`src/verilog/ext_int_pkg.sv`:
```
package ext_int_pkg;
    // I/O-space offsets, except LowerSenseOffs, which is a data-space address; data-space adds the shift
    localparam logic [7:0] PendingFlagsOffs = 8'h38;
    localparam logic [7:0] EnableMaskOffs = 8'h39;
    localparam logic [7:0] UpperSenseOffs = 8'h3A;
    localparam logic [7:0] LowerSenseOffs = 8'h6A;
    localparam logic [7:0] DataSpaceShift = 8'h20;
    localparam logic [7:0] IoSpaceTop = 8'h3F;
    localparam logic [7:0] PendingFlagsReset = 8'h00;
    localparam logic [7:0] EnableMaskReset = 8'h00;
    localparam logic [7:0] UpperSenseReset = 8'h00;
    localparam logic [7:0] LowerSenseReset = 8'h00;
    // Sense field codes
    localparam logic [1:0] SenseLowLevel = 2'h0;
    localparam logic [1:0] SenseReserved = 2'h1;
    localparam logic [1:0] SenseFalling = 2'h2;
    localparam logic [1:0] SenseRising = 2'h3;
    localparam int SenseFieldWidth = 2;
    localparam int SyncStages = 2;
endpackage

```
`src/verilog/external_pin_interrupt_unit.sv`:
```
`timescale 1ns/10ps
`default_nettype none
module external_pin_interrupt_unit #(
    parameter int NumPins = 8
) (
    // Clock and reset
    input wire logic sys_clk,
    input wire logic rst_n,
    // Pins (read back even when driven as outputs)
    input wire logic [7:0] irqPins,
    // Processor register port
    input wire logic [7:0] regAddr,
    input wire logic dataSpace,
    input wire logic regWrite,
    input wire logic regRead,
    input wire logic [7:0] regWdata,
    output logic [7:0] regRdata_q,
    // Processor interrupt side
    input wire logic globalIntEnable,
    input wire logic [2:0] ackPin,
    input wire logic ackValid,
    input wire logic compatMode,
    input wire logic sleepEntry,
    output logic [7:0] irqRequest_q
);
    logic [7:0] pendingFlags_q;
    logic [7:0] pendingFlags_d;
    logic [7:0] enableMask_q;
    logic [7:0] upperSense_q;
    logic [7:0] lowerSense_q;
    logic [7:0] lowMeta_q;
    logic [7:0] lowSync_q;
    logic [7:0] lowPrev_q;
    logic [7:0] lowSeen;
    logic [7:0] pinLevel;
    logic [7:0] edgeSet;
    logic [7:0] levelMode;
    logic [7:0] ackClear;
    logic [7:0] wrClear;
    logic [7:0] ioAddr;
    logic [7:0] requestNext;
    logic inIoRange;
    logic selFlags;
    logic selMask;
    logic selUpper;
    logic selLower;
    logic [7:0] readMux;

    function automatic logic [1:0] fieldOf(input logic [7:0] reg8, input int idx);
        fieldOf = reg8[idx*ext_int_pkg::SenseFieldWidth +: ext_int_pkg::SenseFieldWidth];
    endfunction

    ////////////////////////////////////////////////////////////////////////
    // io versus data space
    assign ioAddr = dataSpace ? regAddr - ext_int_pkg::DataSpaceShift : regAddr;
    assign inIoRange = dataSpace ? (regAddr >= ext_int_pkg::DataSpaceShift) : 1'b1;
    assign selFlags = inIoRange && ioAddr == ext_int_pkg::PendingFlagsOffs;
    assign selMask = inIoRange && ioAddr == ext_int_pkg::EnableMaskOffs;
    // upper sense hidden in compatibility mode
    assign selUpper = inIoRange && ioAddr == ext_int_pkg::UpperSenseOffs && !compatMode;
    assign selLower = dataSpace && regAddr == ext_int_pkg::LowerSenseOffs && !compatMode;
    assign readMux = selFlags ? pendingFlags_q :
                     selMask ? enableMask_q :
                     selUpper ? upperSense_q :
                     selLower ? lowerSense_q : 8'h00;

    ////////////////////////////////////////////////////////////////////////
    // Upper pins through the synchronising edge sensor
    genvar gi;
    generate
        for (gi = 4; gi < 8; gi++) begin : gUpper
            pin_edge_sense uSense (
                .sys_clk(sys_clk),
                .rst_n(rst_n),
                .pinRaw(irqPins[gi]),
                .senseMode(fieldOf(upperSense_q, gi - 4)),
                .pinSync(pinLevel[gi]),
                .edgePulse(edgeSet[gi])
            );
        end
        for (gi = 0; gi < 4; gi++) begin : gLower
            // Sync too, since the fabric has one clock; edge still without enable
            assign pinLevel[gi] = lowSeen[gi];
            assign edgeSet[gi] =
                (fieldOf(lowerSense_q, gi) == ext_int_pkg::SenseFalling) ?
                    (lowPrev_q[gi] & ~lowSeen[gi]) :
                (fieldOf(lowerSense_q, gi) == ext_int_pkg::SenseRising) ?
                    (~lowPrev_q[gi] & lowSeen[gi]) : 1'b0;
        end
        for (gi = 0; gi < 8; gi++) begin : gMode
            if (gi >= 4) begin : gU
                assign levelMode[gi] =
                    fieldOf(upperSense_q, gi - 4) == ext_int_pkg::SenseLowLevel;
            end else begin : gL
                assign levelMode[gi] =
                    fieldOf(lowerSense_q, gi) == ext_int_pkg::SenseLowLevel;
            end
        end
    endgenerate

    // sleep clamp pulls disabled lower pins low
    // Clamp sits before the compare, so entering sleep gives one falling edge
    assign lowSeen = lowSync_q & ~({4'h0, ~enableMask_q[3:0]} & {8{sleepEntry}});

    always_ff @(posedge sys_clk) begin
        if (!rst_n) begin
            lowMeta_q <= 8'hFF;
            lowSync_q <= 8'hFF;
            lowPrev_q <= 8'hFF;
        end else begin
            lowMeta_q <= irqPins;
            lowSync_q <= lowMeta_q;
            lowPrev_q <= lowSeen;
        end
    end

    ////////////////////////////////////////////////////////////////////////
    // write one clears
    assign wrClear = (regWrite && selFlags) ? regWdata : 8'h00;
    assign ackClear = ackValid ? (8'h01 << ackPin) : 8'h00;
    // edge sets, set wins over clear; level mode forces zero
    assign pendingFlags_d = ((pendingFlags_q & ~wrClear & ~ackClear) | edgeSet) & ~levelMode;
    // request from flag or held low level
    assign requestNext = globalIntEnable ?
        (enableMask_q & (pendingFlags_d | (levelMode & ~pinLevel))) : 8'h00;

    always_ff @(posedge sys_clk) begin
        if (!rst_n) begin
            pendingFlags_q <= ext_int_pkg::PendingFlagsReset;
            enableMask_q <= ext_int_pkg::EnableMaskReset;
            upperSense_q <= ext_int_pkg::UpperSenseReset;
            lowerSense_q <= ext_int_pkg::LowerSenseReset;
            regRdata_q <= 8'h00;
            irqRequest_q <= 8'h00;
        end else begin
            pendingFlags_q <= pendingFlags_d;
            if (regWrite && selMask) begin
                enableMask_q <= regWdata;
            end
            if (regWrite && selUpper) begin
                upperSense_q <= regWdata;
            end
            if (regWrite && selLower) begin
                lowerSense_q <= regWdata;
            end
            regRdata_q <= regRead ? readMux : 8'h00;
            irqRequest_q <= requestNext;
        end
    end

    ////////////////////////////////////////////////////////////////////////
    a_level_flag_zero: assert property (@(posedge sys_clk) disable iff (!rst_n)
        ((pendingFlags_q & levelMode) == 8'h00) or $changed(upperSense_q)
            or $changed(lowerSense_q))
        else $error("flag set in level mode");
    a_req_needs_gie: assert property (@(posedge sys_clk) disable iff (!rst_n)
        !$past(globalIntEnable) |-> irqRequest_q == 8'h00)
        else $error("request without global enable");
    a_req_needs_mask: assert property (@(posedge sys_clk) disable iff (!rst_n)
        (irqRequest_q & ~$past(enableMask_q)) == 8'h00)
        else $error("request without mask bit");
    a_edge_sets_flag: assert property (@(posedge sys_clk) disable iff (!rst_n)
        edgeSet[7] && !levelMode[7] |=> pendingFlags_q[7])
        else $error("edge did not set flag");
    a_w1c_clears: assert property (@(posedge sys_clk) disable iff (!rst_n)
        regWrite && selFlags && regWdata[5] && !edgeSet[5] |=> !pendingFlags_q[5])
        else $error("write one did not clear");
    a_w0_keeps: assert property (@(posedge sys_clk) disable iff (!rst_n)
        regWrite && selFlags && !regWdata[6] && pendingFlags_q[6] && !levelMode[6]
            && !(ackValid && ackPin == 3'h6) |=> pendingFlags_q[6])
        else $error("write zero cleared flag");
    a_level_holds_req: assert property (@(posedge sys_clk) disable iff (!rst_n)
        globalIntEnable && enableMask_q[4] && levelMode[4] && !pinLevel[4]
            |=> irqRequest_q[4])
        else $error("level request dropped");
    a_pulse_detected: assert property (@(posedge sys_clk) disable iff (!rst_n)
        $fell(pinLevel[7]) && upperSense_q[7:6] == ext_int_pkg::SenseFalling
            && $stable(upperSense_q) |=> pendingFlags_q[7])
        else $error("falling pulse missed");
    a_ack_clears: assert property (@(posedge sys_clk) disable iff (!rst_n)
        ackValid && ackPin == 3'h2 && !edgeSet[2] |=> !pendingFlags_q[2])
        else $error("handler entry left flag");

    ////////////////////////////////////////////////////////////////////////
    // Register port checks
    a_rdata_idle: assert property (@(posedge sys_clk) disable iff (!rst_n)
        !$past(regRead) |-> regRdata_q == 8'h00)
        else $error("read data without read");

    a_read_flags: assert property (@(posedge sys_clk) disable iff (!rst_n)
        $past(regRead) && $past(selFlags) |-> regRdata_q == $past(pendingFlags_q))
        else $error("flag read wrong");

    a_read_mask: assert property (@(posedge sys_clk) disable iff (!rst_n)
        $past(regRead) && $past(selMask) |-> regRdata_q == $past(enableMask_q))
        else $error("mask read wrong");

    a_read_upper: assert property (@(posedge sys_clk) disable iff (!rst_n)
        $past(regRead) && $past(selUpper) |-> regRdata_q == $past(upperSense_q))
        else $error("sense read wrong");

    a_mask_write: assert property (@(posedge sys_clk) disable iff (!rst_n)
        regWrite && selMask |=> enableMask_q == $past(regWdata))
        else $error("mask write lost");

    a_sense_write: assert property (@(posedge sys_clk) disable iff (!rst_n)
        regWrite && selUpper |=> upperSense_q == $past(regWdata))
        else $error("sense write lost");

    a_compat_hides: assert property (@(posedge sys_clk) disable iff (!rst_n)
        compatMode |-> !selUpper && !selLower)
        else $error("sense register visible in compat mode");

    a_compat_nowrite: assert property (@(posedge sys_clk) disable iff (!rst_n)
        regWrite && compatMode |=> $stable(upperSense_q) && $stable(lowerSense_q))
        else $error("sense written in compat mode");

    a_data_alias: assert property (@(posedge sys_clk) disable iff (!rst_n)
        dataSpace && regAddr == 8'h5A && !compatMode |-> selUpper)
        else $error("data space alias missed");

    a_io_no_lower: assert property (@(posedge sys_clk) disable iff (!rst_n)
        !dataSpace |-> !selLower)
        else $error("lower sense reached from io space");

    ////////////////////////////////////////////////////////////////////////
    // Sense, flag and request checks
    a_reserved_quiet: assert property (@(posedge sys_clk) disable iff (!rst_n)
        upperSense_q[3:2] == ext_int_pkg::SenseReserved |-> !edgeSet[5])
        else $error("reserved code raised edge");

    a_level_no_edge: assert property (@(posedge sys_clk) disable iff (!rst_n)
        levelMode[4] |-> !edgeSet[4])
        else $error("edge pulse in level mode");

    a_rise_sets: assert property (@(posedge sys_clk) disable iff (!rst_n)
        $rose(pinLevel[6]) && upperSense_q[5:4] == ext_int_pkg::SenseRising
            && $stable(upperSense_q) |=> pendingFlags_q[6])
        else $error("rising pulse missed");

    a_sync_two_stage: assert property (@(posedge sys_clk) disable iff (!rst_n)
        $past(rst_n) && $past(rst_n, 2) |-> pinLevel[7] == $past(irqPins[7], 2))
        else $error("pin not sampled through two stages");

    a_edge_one_cycle: assert property (@(posedge sys_clk) disable iff (!rst_n)
        edgeSet[7] && !(regWrite && selUpper) |=> !edgeSet[7])
        else $error("edge pulse longer than one cycle");

    a_flag_needs_cause: assert property (@(posedge sys_clk) disable iff (!rst_n)
        !$past(pendingFlags_q[7]) && !$past(edgeSet[7]) |-> !pendingFlags_q[7])
        else $error("flag set without edge");

    a_lower_edge_sets: assert property (@(posedge sys_clk) disable iff (!rst_n)
        edgeSet[0] |=> pendingFlags_q[0])
        else $error("lower edge did not set flag");

    a_ack_clears_top: assert property (@(posedge sys_clk) disable iff (!rst_n)
        ackValid && ackPin == 3'h7 && !edgeSet[7] |=> !pendingFlags_q[7])
        else $error("handler entry left top flag");

    a_w1c_lower: assert property (@(posedge sys_clk) disable iff (!rst_n)
        regWrite && selFlags && regWdata[0] && !edgeSet[0] |=> !pendingFlags_q[0])
        else $error("write one left lower flag");

    a_req_from_flag: assert property (@(posedge sys_clk) disable iff (!rst_n)
        globalIntEnable && enableMask_q[7] && pendingFlags_d[7] |=> irqRequest_q[7])
        else $error("pending flag raised no request");

    a_lower_level_req: assert property (@(posedge sys_clk) disable iff (!rst_n)
        globalIntEnable && enableMask_q[1] && levelMode[1] && !pinLevel[1]
            |=> irqRequest_q[1])
        else $error("lower level request dropped");

    a_sleep_clamp: assert property (@(posedge sys_clk) disable iff (!rst_n)
        sleepEntry && !enableMask_q[1] |-> !lowSeen[1])
        else $error("disabled pin not clamped in sleep");

    a_sleep_keeps_enabled: assert property (@(posedge sys_clk) disable iff (!rst_n)
        sleepEntry && enableMask_q[0] |-> lowSeen[0] == lowSync_q[0])
        else $error("enabled pin clamped in sleep");
endmodule
`default_nettype wire

```
`src/verilog/pin_edge_sense.sv`:
```
`timescale 1ns/10ps
`default_nettype none
module pin_edge_sense (
    // Clock and reset
    input wire logic sys_clk,
    input wire logic rst_n,
    // Pin and mode
    input wire logic pinRaw,
    input wire logic [1:0] senseMode,
    // Results
    output logic pinSync,
    output logic edgePulse
);
    logic meta_q;
    logic sync_q;
    logic prev_q;
    logic fall;
    logic rise;

    assign fall = prev_q & ~sync_q;
    assign rise = ~prev_q & sync_q;
    assign pinSync = sync_q;
    assign edgePulse = (senseMode == ext_int_pkg::SenseFalling) ? fall :
                       (senseMode == ext_int_pkg::SenseRising) ? rise : 1'b0;

    always_ff @(posedge sys_clk) begin
        if (!rst_n) begin
            meta_q <= 1'b1;
            sync_q <= 1'b1;
            prev_q <= 1'b1;
        end else begin
            meta_q <= pinRaw;
            sync_q <= meta_q;
            prev_q <= sync_q;
        end
    end
endmodule
`default_nettype wire

```
`config.mk`:
```
export PLATFORM = sky130hd
export DESIGN_NAME = external_pin_interrupt_unit
export DESIGN_NICKNAME = d
export VERILOG_FILES = /design/src/verilog/ext_int_pkg.sv /design/src/verilog/external_pin_interrupt_unit.sv /design/src/verilog/pin_edge_sense.sv
export SDC_FILE = /design/constraint.sdc
export NUM_CORES = 1
export LEC_CHECK = 0
export BUFFER_PORTS_ARGS = -buffer_cell sky130_fd_sc_hd__buf_4
export CAP_MARGIN = 10
export CORE_ASPECT_RATIO = 1.5
export CORE_MARGIN = 2
export CORE_UTILIZATION = 30
export CTS_CLUSTER_SIZE = 16
export DETAILED_ROUTE_END_ITERATION = 10
export SYNTH_ARGS = -nofsm -noshare
export SYNTH_HDL_FRONTEND = slang
export SYNTH_SLANG_ARGS = --single-unit
export TNS_END_PERCENT = 1
```
`constraint.sdc`:
```
create_clock -name sys_clk -period 2.55 [get_ports sys_clk]
set_input_delay 0.6375 -clock sys_clk [delete_from_list [all_inputs] [get_ports sys_clk]]
set_output_delay 0.6375 -clock sys_clk [all_outputs]
set_load 0.05 [all_outputs]
```
==> reports/qor.csv <==
stage;metric;value;unit
timing;timing_worst_slew_pin_value;0.9629;ns
power_and_ir_drop;leakage;1.818;nW
power_and_ir_drop;switching_power;0.5698;mW
layout;finish.net_count;464;
grt;grt.total_usage;0.1613;
layout;layout_common_cells;dfxtp_1 (72), buf_4 (60), nand2_1 (57);
timing;final.period_utilization;0.8125;
timing;finalSetupViolations;0;
layout;final_layout_size_suffix_gt1_frac;0.1875;
clock_tree;clockBufferDepth;2;
run_status;run_status;completed;
place;gp_congestion;0.8801;
layout;fillerInstances;1112;
synth;syn_nets;408;
worst_hold_path;min_path_type;register to register;
grt;grt_overflow;0;
clock_tree;clockRootBuffer;clkbuf_16;
power_and_ir_drop;share_of_total_power_in_combinational_logic;0.072;
clock_tree;cts_num_sinks;72;
synth;async_reset_ff_frac;0;
layout;sequential_cell_area;0.001441;mm2
clock_tree;cts_buffers;9;
floorplanning;core_area;0.01100;mm2
setup_path;worstSetupStartpointType;input pin;
timing;worst_slew_margin_rel;0.3552;
timing;period_needed;2.072;ns
setup_path;timing.setup.critical_path_class;input pin to register;
power_and_ir_drop;pd_cells;611.3;mW/mm2
clock_tree;post_cts.resized_instances;0;
detailed_routing;detailroute.via_count;2974;
timing;rsz0062_at_grt;no;
timing;finClkSkew;0.008927;ns
floorplanning;floorplan.die.height;134.1;um
synth;synth_top_family_by_area;simple AND/OR/NAND/NOR gates;
detailed_routing;drt-vias-per-instance;5.136;
detailed_routing;postRouteWirelength;9481;um
worst_hold_path;min-delay-start;lowMeta_q[1];
layout;multi_input_comb_area;0.001848;mm2
grt;grt_max_degree;51;
timing;highest_clock_frequency_the_design_can_meet;482.7;MHz
synth;synth-seq-cells;72;
floorplanning;die-area;0.01216;mm2
detailed_routing;drt.antenna.violating_nets;0;
clock_tree;post-cts-setup-buffer-count;0;
setup_path;crit_required;2.75;ns
power_and_ir_drop;p_total;2.603;mW
place;portBuffers;51;
layout;most_common_cell_after_layout_fill_and_taps_aside;dfxtp_1;
clock_tree;clock_latency;0.33;ns
power_and_ir_drop;fraction_of_power_spent_switching_nets;0.2189;
synth;yosys.area_share.simple;0.2592;
power_and_ir_drop;internal_power;2.033;mW
grt;antenna_found_initial;0;
layout;antennaDiodeCount;0;
grt;first_global_vias;2904;
setup_path;timing.critical_path.from;regAddr[6];
floorplanning;die_x;90.71;um
synth;synth_cells;371;
timing;final.setup.tns;0;ns
clock_tree;clkSlewWorstSetupHoldPaths;0.06;ns
synth;ys_dominant_reg_cell;dfxtp_1;
synth;synth_fa_ha_area_frac;0.003698;
place;hpwl;7016;um
clock_tree;cts_tree;built;
detailed_routing;drt_first_pass_iters;4;
setup_path;worst_r2r_startpoint;upperSense_q[6];
grt;grt_first_pass_wirelength;15060;um
synth;synth_edf_count;0;
setup_path;timing.critical_path.arrival;2.27;ns
clock_tree;post_cts_hold_buffer_count;0;
detailed_routing;drt-initial-drc-count;147;
floorplanning;ioPinCount;52;
floorplanning;core.rowCount;47;
synth;synth.mux.area_fraction;0.08321;
synth;synth_xor_area_frac;0;
detailed_routing;post-route-drc-count;0;
power_and_ir_drop;clock_power_share;0.486;
setup_path;path_max_fanout;17;
synth;yosysWarnings;0;
synth;ys_seq_area_frac;0.4260;
setup_path;cp-end-kind;register;
synth;synth.lib_cells_used.distinct;51;
synth;post_synth.cell_area_avg;9.119;um2
detailed_routing;drt-wirelength-per-cell;16.37;um
timing;timing_hold_violations_final;0;
layout;flow.area_growth_from_synthesis;25.85;%
floorplanning;initial_utilization;0.3077;
timing;drv_slew;0;
clock_tree;cts_max_level;3;
synth;synth_compound_gate_area_share;0.2001;
synth;synth_area;0.003383;mm2
power_and_ir_drop;irDropWorstVdd;351.5;uV
power_and_ir_drop;p_seq_frac;0.443;
flow_run;cap_violations;0;
worst max-delay path, stage by stage:
cell and delay [ns]:
buf_4 0.11, inv_1 0.04, ha_1 0.19, or3b_1 0.41
a21oi_4 0.15, buf_4 0.25, o2111ai_4 0.27, mux2i_1 0.20
cell families (layout without fill, tap and decap cells):
logic type / count (synthesis) / in the layout
buf+inv: 24 / 85
compound gates: 90 / 90
mux: 28 / 28
simple gates: 156 / 156
fa+ha+maj: 1 / 1
flops: 72 / 72
state kept, by name, summed over array words and instances, names as in the netlist, 8 cells and up:
register and flops:
upperSense_q 8, lowerSense_q 8, enableMask_q 8, regRdata_q 8, irqRequest_q 8, pendingFlags_q 8
power groups by stage:
stage / Sequential [mW] / Combinational [mW] / Clock (mW)
3_5_place_dp: 1.18 / 0.186 / 0
3_3_place_gp: 1.18 / 0.184 / 0
2_1_floorplan: 1.17 / 0.0930 / 0
6_report: 1.15 / 0.186 / 1.26
4_1_cts: 1.15 / 0.187 / 1.29
5_1_grt: 1.15 / 0.201 / 1.35
through the flow:
step / area, um2 / hold WS (ns) / util / std cells / worst slack, ns
after floorplan: 3383 / 0.3863 / - / 371 / 0.4914
after global placement: 3958 / 0.3898 / 0.3599 / 563 / 0.1918
after detailed placement: 3958 / 0.3966 / 0.3599 / 563 / 0.1385
after CTS: 4258 / 0.4095 / 0.3872 / 579 / 0.4803
after global routing: 4258 / 0.4161 / 0.3872 / 579 / 0.3837
final: 4258 / 0.4054 / 0.3872 / 579 / 0.4782
synth_stat cells (3+ instances only):
| cell | count | area [um2] |
|---|---|---|
| nand2b_1 | 26 | 162.7 |
| o22ai_1 | 5 | 31.28 |
| nor2b_1 | 26 | 162.7 |
| nor4b_1 | 5 | 43.79 |
| and4_1 | 5 | 43.79 |
| a211o_1 | 3 | 26.28 |
| and2_1 | 3 | 18.77 |
| o21a_1 | 5 | 37.54 |
| nand2_1 | 57 | 214.0 |
| nor2_1 | 7 | 26.28 |
| a31oi_1 | 5 | 31.28 |
| a21oi_1 | 10 | 50.05 |
| o2bb2ai_1 | 9 | 78.83 |
| o211ai_1 | 12 | 90.09 |
| mux2i_1 | 27 | 270.3 |
| nand3_1 | 7 | 35.03 |
| o21bai_1 | 3 | 22.52 |
| nand4_1 | 4 | 25.02 |
| a211oi_1 | 4 | 30.03 |
| inv_1 | 9 | 33.78 |
| a2bb2oi_1 | 8 | 70.07 |
| o21ai_0 | 16 | 80.08 |
| dfxtp_1 | 72 | 1441 |
| clkbuf_1 | 13 | 48.80 |
layout make-up:
cell class	count	share of cell area
clock inverters	3	0.009403
repair buffers	60	0.1058
multi-input cells	275	0.4340
flip-flops and latches	72	0.3385
inverters	9	0.007934
clock buffers	13	0.06112
well taps	147	0.04320
path summary, 6_finish.rpt:
kind                     endpoint  slack (ns)  cells after the start
setup / recovery  enableMask_q[7]        0.48                      8
hold / removal       lowSync_q[1]        0.41                      1
setup reg to reg  irqRequest_q[7]        1.30                      4
hold reg to reg      lowSync_q[1]        0.41                      1
metal layers:
| metal | up-vias | routed length (um) | global-route usage |
|---|---|---|---|
| met5 | - | 0 | 0 |
| li1 | 1463 | - | - |
| met1 | 1411 | 3902 | 0.1773 |
| met3 | 27 | 378 | 0.03427 |
| met2 | 73 | 4808 | 0.2861 |
| met4 | 0 | 391 | 0.09145 |
Power figures use the tool's default switching activity.
